$ cat config.mk
export PLATFORM = sky130hd
export DESIGN_NAME = drive_status_output_selector
export DESIGN_NICKNAME = d
export VERILOG_FILES = /design/src/hdl/drive_status_output_selector.v
export VERILOG_INCLUDE_DIRS = /design/src /design/src/hdl
export SDC_FILE = /design/constraint.sdc
export NUM_CORES = 1
export LEC_CHECK = 0
export BUFFER_PORTS_ARGS = -buffer_cell sky130_fd_sc_hd__clkbuf_2
export CAP_MARGIN = 25
export CORE_MARGIN = 3
export CORE_UTILIZATION = 58
export CTS_BUF_LIST = sky130_fd_sc_hd__clkbuf_8
export DETAILED_ROUTE_END_ITERATION = 8
export PLACE_DENSITY = 0.95
export RECOVER_POWER = 25
export SLEW_MARGIN = 40
export SYNTH_ARGS = -nofsm -noshare
export SYNTH_HDL_FRONTEND = slang
export SYNTH_SLANG_ARGS = --single-unit
$ cat constraint.sdc
create_clock -name clk -period 3.4 [get_ports clk]
set_input_delay 0.17 -clock clk [delete_from_list [all_inputs] [get_ports clk]]
set_output_delay 0.17 -clock clk [all_outputs]
set_load 0.05 [all_outputs]
$ cat src/hdl/drive_status_map.vh
// Selection codes, register map and timing constants of the status selector
`ifndef DRIVE_STATUS_MAP_VH
`define DRIVE_STATUS_MAP_VH
// Auxiliary input function codes
`define AUX_TRIP_ON_CLOSE 2'h0
`define AUX_TRIP_ON_OPEN 2'h1
`define AUX_CLEAR_ON_CLOSE 2'h2
`define AUX_SEL_RESET 2'h0
// Output indication select codes
`define IND_NONE 5'h00
`define IND_RUN 5'h01
`define IND_FAULT 5'h02
`define IND_INV_FAULT 5'h03
`define IND_LOCK 5'h04
`define IND_AT_SPEED 5'h05
`define IND_ABOVE3 5'h06
`define IND_ILIMIT 5'h07
`define IND_AUTO 5'h08
`define IND_FLWR 5'h09
`define IND_REVERSE 5'h0a
`define IND_WIN 5'h0b
`define IND_INV_WIN 5'h0c
`define IND_LOW 5'h0d
`define IND_INV_LOW 5'h0e
`define IND_HIGH 5'h0f
`define IND_INV_HIGH 5'h10
`define IND_SLEEP 5'h11
`define IND_ZERO 5'h12
// Follower loss actions
`define LOSS_FAULT 2'h0
`define LOSS_PRESET4 2'h1
`define LOSS_MINSPD 2'h2
// Register byte offsets
`define REG_CTRL 8'h00
`define REG_OUTSEL 8'h04
`define REG_STATUS 8'h08
`define REG_CMD 8'h0c
// CTRL fields
`define CTRL_AUX_LSB 0
`define CTRL_LOSS_LSB 2
`define CTRL_REMOTE_STOP_BIT 4
`define CTRL_RESET 32'h00000000
// OUTSEL fields
`define OUTSEL_OC1_LSB 0
`define OUTSEL_OC2_LSB 8
`define OUTSEL_RLY_LSB 16
`define OUTSEL_RESET 32'h00000000
// CMD bits (write one to act)
`define CMD_FACTORY_BIT 0
`define CMD_KEYPAD_STOP_BIT 1
// Timing
`define CLK_HZ 25000000
`define ILIM_HOLD_MS 500
`define ILIM_HOLD_CYC ((`CLK_HZ / 1000) * `ILIM_HOLD_MS)
`define RUN_STOP_CHZ 50
`define AT_SPEED_BAND_CHZ 50
`define FLWR_MIN_UA 2000
`define RESTART_LIMIT 3'h5
`endif

$ cat src/hdl/drive_status_output_selector.v
// Status output selector and auxiliary contact input logic of a motor drive
//
// Decided for this implementation: the register offsets and the AXI4-Lite slave port.
`timescale 1ns/1ns
`include "drive_status_map.vh"

module drive_status_output_selector #(
   parameter ILIM_HOLD = `ILIM_HOLD_CYC, // Current limit hold in cycles
   parameter FW = 16 // Frequency and signal width
) (
   input wire clk, // 25 MHz control clock
   input wire rst_b, // Asynchronous reset, active low
   // AXI4-Lite slave
   input wire [7:0] s_axi_awaddr, // Write address
   input wire s_axi_awvalid, // Write address valid
   output wire s_axi_awready, // Write address ready
   input wire [31:0] s_axi_wdata, // Write data
   input wire [3:0] s_axi_wstrb, // Write strobes
   input wire s_axi_wvalid, // Write data valid
   output wire s_axi_wready, // Write data ready
   output wire [1:0] s_axi_bresp, // Write response
   output wire s_axi_bvalid, // Write response valid
   input wire s_axi_bready, // Write response ready
   input wire [7:0] s_axi_araddr, // Read address
   input wire s_axi_arvalid, // Read address valid
   output wire s_axi_arready, // Read address ready
   output wire [31:0] s_axi_rdata, // Read data
   output wire [1:0] s_axi_rresp, // Read response
   output wire s_axi_rvalid, // Read data valid
   input wire s_axi_rready, // Read data ready
   // Pins
   input wire auxContactInput_b, // Aux input, low when closed to common
   input wire stopTerminal_b, // Stop terminal, low when closed
   output reg firstOcOutput, // First open-collector output, high sinks
   output reg secondOcOutput, // Second open-collector output
   output reg changeoverRelayContact, // Relay coil drive
   output reg secondRelayContact, // Optional second relay coil
   // Drive state from and to control logic
   input wire startCmd, // Start command pulse
   input wire stopCmd, // Stop command pulse
   input wire faultTrip, // Internal fault trip pulse
   input wire restartFail, // Failed automatic restart pulse
   input wire restartOk, // Successful restart pulse
   input wire inCurrentLimit, // Current limit active
   input wire autoMode, // Automatic reference mode
   input wire reverseSel, // Reverse rotation selected
   input wire closedLoop, // Closed-loop control active
   input wire sleepState, // Low-demand idle
   input wire followerIs4to20, // Follower is 4-20 mA
   input wire [FW-1:0] outFreq, // Output frequency, 0.01 Hz
   input wire [FW-1:0] actSpeed, // Actual speed, 0.01 Hz
   input wire [FW-1:0] speedSet, // Speed set point, 0.01 Hz
   input wire [FW-1:0] preset3, // Third preset, 0.01 Hz
   input wire [FW-1:0] loopRefUa, // Current-loop input, uA
   input wire [FW-1:0] feedback, // Process feedback
   input wire [FW-1:0] speedRef, // Speed reference signal
   input wire [FW-1:0] alarmLow, // Low alarm limit
   input wire [FW-1:0] alarmHigh, // High alarm limit
   output reg faultActive, // Drive is tripped
   output reg extFaultTrip, // External fault trip pulse
   output reg followerFaultTrip, // Follower fault trip pulse
   output reg usePreset4, // Run at fourth preset
   output reg useMinSpeed // Run at minimum speed
);
   ////////////////////////////////////////////////////////////////////////
   // Registers and bus state
   reg [31:0] ctrl_q;
   reg [31:0] outSel_q;
   reg awHeld_q;
   reg wHeld_q;
   reg [7:0] awAddr_q;
   reg [31:0] wData_q;
   reg [3:0] wStrb_q;
   reg bValid_q;
   reg [1:0] bResp_q;
   reg rValid_q;
   reg [31:0] rData_q;
   reg [1:0] rResp_q;
   reg aux1_q;
   reg aux2_q;
   reg stop1_q;
   reg stop2_q;
   reg auxPrev_q;
   reg stopPrev_q;
   reg running_q;
   reg lockout_q;
   reg [2:0] failCnt_q;
   reg atSpeed_q;
   reg ilim_q;
   reg [31:0] ilimCnt_q;
   reg followerLost_q;
   reg keypadStop_q;
   reg stopPending_q;

   wire doWrite = awHeld_q && wHeld_q && !bValid_q;
   wire [1:0] auxSel = ctrl_q[`CTRL_AUX_LSB +: 2];
   wire [1:0] lossSel = ctrl_q[`CTRL_LOSS_LSB +: 2];
   wire stopTermClears = ctrl_q[`CTRL_REMOTE_STOP_BIT];

   assign s_axi_awready = !awHeld_q && !bValid_q;
   assign s_axi_wready = !wHeld_q && !bValid_q;
   assign s_axi_bvalid = bValid_q;
   assign s_axi_bresp = bResp_q;
   assign s_axi_arready = !rValid_q;
   assign s_axi_rvalid = rValid_q;
   assign s_axi_rdata = rData_q;
   assign s_axi_rresp = rResp_q;

   function [31:0] merge;
      input [31:0] old;
      input [31:0] data;
      input [3:0] strb;
      integer i;
      begin
         merge = old;
         for (i = 0; i < 4; i = i + 1) begin
            if (strb[i]) begin
               merge[i*8 +: 8] = data[i*8 +: 8];
            end
         end
      end
   endfunction
   ////////////////////////////////////////////////////////////////////////
   // AXI4-Lite slave
   always @(posedge clk or negedge rst_b) begin
      if (!rst_b) begin
         awHeld_q <= 1'b0;
         wHeld_q <= 1'b0;
         awAddr_q <= 8'h00;
         wData_q <= 32'h00000000;
         wStrb_q <= 4'h0;
         bValid_q <= 1'b0;
         bResp_q <= 2'h0;
         rValid_q <= 1'b0;
         rData_q <= 32'h00000000;
         rResp_q <= 2'h0;
         ctrl_q <= `CTRL_RESET;
         outSel_q <= `OUTSEL_RESET;
         keypadStop_q <= 1'b0;
      end else begin
         keypadStop_q <= 1'b0;
         if (s_axi_awvalid && s_axi_awready) begin
            awHeld_q <= 1'b1;
            awAddr_q <= s_axi_awaddr;
         end
         if (s_axi_wvalid && s_axi_wready) begin
            wHeld_q <= 1'b1;
            wData_q <= s_axi_wdata;
            wStrb_q <= s_axi_wstrb;
         end
         if (doWrite) begin
            awHeld_q <= 1'b0;
            wHeld_q <= 1'b0;
            bValid_q <= 1'b1;
            bResp_q <= 2'h0;
            case (awAddr_q)
               `REG_CTRL: begin
                  ctrl_q <= merge(ctrl_q, wData_q, wStrb_q) & 32'h0000001f;
               end
               `REG_OUTSEL: begin
                  outSel_q <= merge(outSel_q, wData_q, wStrb_q) & 32'h001f1f1f;
               end
               `REG_STATUS: bResp_q <= 2'h0;
               `REG_CMD: begin
                  if (wStrb_q[0] && wData_q[`CMD_FACTORY_BIT]) begin
                     ctrl_q[`CTRL_AUX_LSB +: 2] <= `AUX_SEL_RESET;
                     outSel_q <= `OUTSEL_RESET;
                  end
                  keypadStop_q <= wStrb_q[0] && wData_q[`CMD_KEYPAD_STOP_BIT];
               end
               default: begin
                  bResp_q <= 2'h2;
               end
            endcase
         end else if (bValid_q && s_axi_bready) begin
            bValid_q <= 1'b0;
         end
         if (s_axi_arvalid && s_axi_arready) begin
            rValid_q <= 1'b1;
            rResp_q <= 2'h0;
            case (s_axi_araddr)
               `REG_CTRL: rData_q <= ctrl_q;
               `REG_OUTSEL: rData_q <= outSel_q;
               `REG_STATUS: rData_q <= {23'h0, failCnt_q, followerLost_q,
                  ilim_q, atSpeed_q, lockout_q, running_q, faultActive};
               `REG_CMD: rData_q <= 32'h00000000;
               default: begin
                  rData_q <= 32'h00000000;
                  rResp_q <= 2'h2;
               end
            endcase
         end else if (rValid_q && s_axi_rready) begin
            rValid_q <= 1'b0;
         end
      end
   end
   ////////////////////////////////////////////////////////////////////////
   // Pin synchronisers and contact edges
   wire auxClosed = !aux2_q;
   wire stopClosed = !stop2_q;
   wire auxCloseEdge = auxClosed && !auxPrev_q;
   wire stopCloseEdge = stopClosed && !stopPrev_q;

   always @(posedge clk or negedge rst_b) begin
      if (!rst_b) begin
         aux1_q <= 1'b1;
         aux2_q <= 1'b1;
         stop1_q <= 1'b1;
         stop2_q <= 1'b1;
         auxPrev_q <= 1'b0;
         stopPrev_q <= 1'b0;
      end else begin
         aux1_q <= auxContactInput_b;
         aux2_q <= aux1_q;
         stop1_q <= stopTerminal_b;
         stop2_q <= stop1_q;
         auxPrev_q <= auxClosed;
         stopPrev_q <= stopClosed;
      end
   end
   ////////////////////////////////////////////////////////////////////////
   // Fault, trip and clear
   wire followerLow = loopRefUa < `FLWR_MIN_UA;
   wire followerLossEvt = followerIs4to20 && followerLow && !followerLost_q;
   reg extTrip;
   reg faultClear;
   always @* begin
      extTrip = 1'b0;
      case (auxSel)
         `AUX_TRIP_ON_CLOSE: extTrip = auxClosed;
         `AUX_TRIP_ON_OPEN: extTrip = !auxClosed;
         default: extTrip = 1'b0;
      endcase
      faultClear = keypadStop_q;
      if (auxSel == `AUX_CLEAR_ON_CLOSE) begin
         faultClear = faultClear || auxCloseEdge;
      end else if (stopTermClears) begin
         faultClear = faultClear || stopCloseEdge;
      end
   end

   wire lossTrip = followerLossEvt && lossSel == `LOSS_FAULT;
   wire anyTrip = faultTrip || (extTrip && !faultActive) || lossTrip;

   always @(posedge clk or negedge rst_b) begin
      if (!rst_b) begin
         faultActive <= 1'b0;
         extFaultTrip <= 1'b0;
         followerFaultTrip <= 1'b0;
         followerLost_q <= 1'b0;
         usePreset4 <= 1'b0;
         useMinSpeed <= 1'b0;
      end else begin
         extFaultTrip <= extTrip && !faultActive;
         followerFaultTrip <= lossTrip;
         if (anyTrip) begin
            faultActive <= 1'b1; // Trip wins over clear
         end else if (faultClear) begin
            faultActive <= 1'b0;
         end
         followerLost_q <= followerIs4to20 && followerLow;
         usePreset4 <= followerIs4to20 && followerLow && lossSel == `LOSS_PRESET4;
         useMinSpeed <= followerIs4to20 && followerLow && lossSel == `LOSS_MINSPD;
      end
   end
   ////////////////////////////////////////////////////////////////////////
   // Run, lockout, at-speed, current limit state
   localparam [31:0] BAND_FULL = `AT_SPEED_BAND_CHZ;
   wire [FW:0] band = BAND_FULL[FW:0]; // Band fits the speed width
   wire inBand = ({1'b0, actSpeed} + band >= {1'b0, speedSet}) &&
      ({1'b0, actSpeed} <= {1'b0, speedSet} + band);

   always @(posedge clk or negedge rst_b) begin
      if (!rst_b) begin
         running_q <= 1'b0;
         lockout_q <= 1'b0;
         failCnt_q <= 3'h0;
         atSpeed_q <= 1'b0;
         ilim_q <= 1'b0;
         ilimCnt_q <= 32'h00000000;
         stopPending_q <= 1'b0;
      end else begin
         if (anyTrip) begin
            running_q <= 1'b0;
         end else if (startCmd) begin
            running_q <= 1'b1;
         end else if (stopPending_q && outFreq <= `RUN_STOP_CHZ) begin
            running_q <= 1'b0;
         end
         if (startCmd || anyTrip || !running_q) begin
            stopPending_q <= 1'b0;
         end else if (stopCmd) begin
            stopPending_q <= 1'b1;
         end
         if (restartFail && failCnt_q < `RESTART_LIMIT) begin
            failCnt_q <= failCnt_q + 3'h1;
         end else if (restartOk || (faultClear && !faultActive)) begin
            failCnt_q <= 3'h0;
         end
         lockout_q <= !(failCnt_q == `RESTART_LIMIT);
         if (actSpeed == speedSet) begin
            atSpeed_q <= 1'b1;
         end else if (!inBand) begin
            atSpeed_q <= 1'b0;
         end
         if (inCurrentLimit && !ilim_q) begin
            ilim_q <= 1'b1;
            ilimCnt_q <= 32'h00000000;
         end else if (ilim_q) begin
            if (ilimCnt_q < ILIM_HOLD - 1) begin
               ilimCnt_q <= ilimCnt_q + 32'h00000001;
            end else if (!inCurrentLimit) begin
               ilim_q <= 1'b0;
            end
         end
      end
   end
   ////////////////////////////////////////////////////////////////////////
   // Indication selection
   wire [FW-1:0] alarmSig = closedLoop ? feedback : speedRef;
   wire lowAlarm = alarmSig < alarmLow;
   wire highAlarm = alarmSig > alarmHigh;
   wire inWindow = !lowAlarm && !highAlarm;

   function indicate;
      input [4:0] sel;
      input [18:0] st;
      begin
         case (sel)
            `IND_NONE: indicate = 1'b0;
            default: indicate = (sel <= `IND_ZERO) ? st[sel] : 1'b0;
         endcase
      end
   endfunction

   wire [18:0] stVec = {
      !running_q || outFreq == {FW{1'b0}} || sleepState || faultActive,
      sleepState,
      !highAlarm,
      highAlarm,
      !lowAlarm,
      lowAlarm,
      !inWindow,
      inWindow,
      reverseSel,
      !followerLow,
      autoMode,
      ilim_q,
      outFreq > preset3,
      atSpeed_q,
      lockout_q,
      faultActive,
      !faultActive,
      running_q,
      1'b0};

   always @(posedge clk or negedge rst_b) begin
      if (!rst_b) begin
         firstOcOutput <= 1'b0;
         secondOcOutput <= 1'b0;
         changeoverRelayContact <= 1'b0;
         secondRelayContact <= 1'b0;
      end else begin
         firstOcOutput <= indicate(outSel_q[`OUTSEL_OC1_LSB +: 5], stVec);
         secondOcOutput <= indicate(outSel_q[`OUTSEL_OC2_LSB +: 5], stVec);
         changeoverRelayContact <= indicate(outSel_q[`OUTSEL_RLY_LSB +: 5], stVec);
         secondRelayContact <= indicate(outSel_q[`OUTSEL_OC1_LSB +: 5], stVec);
      end
   end

endmodule

==> impl_metrics.py <==
metrics = {
    "worst_setup_path": {
        "worst-path-max-fanout": 16,
        "required_ns": 3.78,
        "critPathArrivalTime_ns": 2.99,
        "crit_type": "in -> reg",
        "end_kind": "register",
        "critPathLaunchType": "input port",
    },
    "cts": {
        "tritoncts": "done",
        "cts_root_buf": "clkbuf_8",
        "cts_setup_buffers": 0,
        "cts_buffer_depth": 2,
        "insertion_delay_ns": 0.45,
        "htreeDepth": 4,
        "cts_sinks": 126,
        "clk_pin_slew_ns": 0.08,
        "cts_inserted_buffers": 17,
    },
    "power": {
        "p_total_uw": 5020,
        "p_leak_uw": 0.00543,
        "p_per_area_nw_per_um2": 470,
        "worst_ir_drop_vdd_v": 0.000562,
    },
    "sta": {
        "setup_violations": 0,
        "post-route-period-util_pct": 76.9,
        "maxSlewHeadroom_pct": -23.0,
        "worst_pin_slew_ns": 1.85,
        "slew_viol_final": 77,
        "timing.fmax_ghz": 0.383,
        "rsz0062_at_grt": "no",
        "finalHoldViolCount": 0,
        "final.setup.tns_ns": 0,
        "clock_skew_ns": 0.0136,
        "min_period_ns": 2.61,
    },
    "final_layout": {
        "area_delta_synth_final_pct": 22.8,
        "nets": 1499,
        "layout.cells.non_filler": 1397,
        "diodes": 0,
        "final_cell_area_um2": 10700,
        "layout-drive-gt1-share_pct": 27.0,
    },
    "floorplan": {
        "start_util_pct": 59.6,
        "coreArea_um2": 14600,
        "num_rows": 44,
        "die-width_um": 128,
        "io-pin-count": 266,
        "die_area_um2": 16500,
        "die_h_um": 128,
    },
    "place": {
        "placedCellCount": 1326,
        "hpwl_mm": 17.6,
        "numPortBuffers": 227,
        "dpl_cell_area_um2": 9930,
        "gp_congestion": 0.910,
    },
    "synth": {
        "yosys_warnings": 0,
        "synthFlopType": "dfrtp_1",
        "synth_cells": 943,
        "synth_edf_count": 0,
        "syn-cell-area_um2": 8700,
        "avgSynthCellArea_um2": 9.23,
        "ys_seq_elements": 126,
        "yosysTopAreaCellShare_pct": 35.1,
        "ys_top_cells_by_count": "122 x dfrtp_1, 87 x nand2_1, 83 x ha_1, 83 x inv_1, 53 x o21ai_0",
        "synthTopCellsByArea": "dfrtp_1 35%, ha_1 12%, mux2_2 5.8%",
        "synth_cell_types": 68,
        "async_flop_share_pct": 100,
        "seq_area_frac_synth_pct": 36.3,
        "yosysTopAreaCell": "dfrtp_1",
        "synth.most_common_cell": "dfrtp_1",
    },
    "global_route": {
        "antenna_found_initial": 0,
        "grt_pass1_wl_mm": 37.6,
        "grt_max_degree": 78,
        "grt_overflow": 0,
        "track_usage_pct": 27.9,
        "grt_pass1_vias": 8072,
    },
    "flow_run": {
        "max_cap_viol_count": 1,
    },
    "drt": {
        "ant_nets": 0,
        "via_per_inst": 5.79,
        "vias": 8085,
        "drt-wirelength-per-cell_um": 16.5,
        "drt-pass1-iter-count": 5,
        "drtIter0Drc": 582,
        "drcViolationCount": 0,
        "routed_wl_mm": 23.0,
    },
    "status": {
        "status": "finished with violations",
        "violations": "max-capacitance violations, max-slew violations",
    },
    "min_path": {
        "hp-class": "in -> reg",
    },
}
[sequential cells by signal, summed over array words and instances (netlist names), 3 cells and up]
signal and count:
ilimCnt_q 32, wData_q 15, outSel_q 15, failCnt_q 3, s_axi_rdata 18, ctrl_q 5
awAddr_q 8, wStrb_q 3
[final timing paths]
path,startpoint,endpoint,slack (ns),cells past startpoint
max in group asynchronous,rst_b,wData_q[9]$_DFFE_PN0P_,1.55,2
hold reg to reg,stop1_q$_DFF_PN1_,stop2_q$_DFF_PN1_,0.36,0
hold / removal,faultTrip,running_q$_DFFE_PN0P_,0.1,3
min in group asynchronous,rst_b,s_axi_rresp[1]$_DFFE_PN0P_,0.76,2
setup / recovery,closedLoop,changeoverRelayContact$_DFF_PN0_,0.79,10
setup reg to reg,ilimCnt_q[24]$_DFFE_PN0P_,ilimCnt_q[9]$_DFFE_PN0P_,0.81,6
[worst max-delay path, cell delays in order]
cell and delay, ns:
clkbuf_2 0.35, mux2_2 0.42, ha_1 0.32, a21oi_1 0.15
o21ai_0 0.09, a221o_1 0.34, o31ai_2 0.36, a2bb2o_1 0.31
o31ai_1 0.27, o221a_2 0.22
[kinds of logic (layout without fill, tap and decap cells)]
kind of cell,after synthesis,count (layout),synth area share [%]
AO/OA/AOI/OAI,186,186,14.0
other,1,16,0.0431
multiplexers,66,66,8.24
adder cells (fa/ha/maj),83,83,11.9
buffers and inverters,131,386,6.50
AND/OR/NAND/NOR,303,303,18.3
flip-flops,126,126,36.3
XOR/XNOR,47,47,4.73
[power breakdown]
group	internal (µW)	switching [µW]	total, µW
combinational	711	853	1560
clock	586	653	1240
sequential	1840	381	2220
total	3140	1890	5020
[per-layer routing]
layer,track usage [%],part of all wire (%),up-vias
li1,-,-,3862
met1,34.0,40,3856
met2,50.1,52,320
met3,5.69,6.2,47
met4,8.15,2.1,0
met5,0,0,-
[stage by stage]
stage / setup WS, ns / hold slack, ns / util [%]
after detailed placement: 0.375 / 0.236 / 68.1
after global placement: 0.473 / 0.258 / 68.0
after global routing: 0.596 / 0.0940 / 73.2
after floorplan: 0.296 / -0.126 / -
final: 0.787 / 0.0969 / 73.2
after CTS: 0.809 / 0.0664 / 73.3
[cell type report]
class,instances,area (µm²)
clock inverters,15,136
flip-flops and latches,126,3160
well taps,184,230
fillers,1027,3900
inverters,83,312
clock buffers,17,234
multi-input cells,701,5040
repair buffers,271,1580
[layout by cell type (no fill, tap or decap), drive strengths merged, types with 8 or more instances in the layout]
cell type	instances
nor2b	13
nand3	37
a21oi	43
dfrtp	122
o21ai	56
mux2	45
xor2	17
xnor2	30
dlygate4sd3	39
mux2i	21
and2	11
ha	83
nor3	17
and3	10
inv	90
nand4	22
a22o	14
conb	16
nor4	15
nand2b	8
or4	8
clkbuf	244
nand2	87
a21o	15
nor2	43
[repair_timing]
| item | in CTS | in global routing |
|---|---|---|
| resized for setup | 0 | 0 |
| endpoints found under the hold margin | 110 | 0 |
| hold buffers | 39 | 0 |
Note: power is estimated with default switching activity, not from simulation.
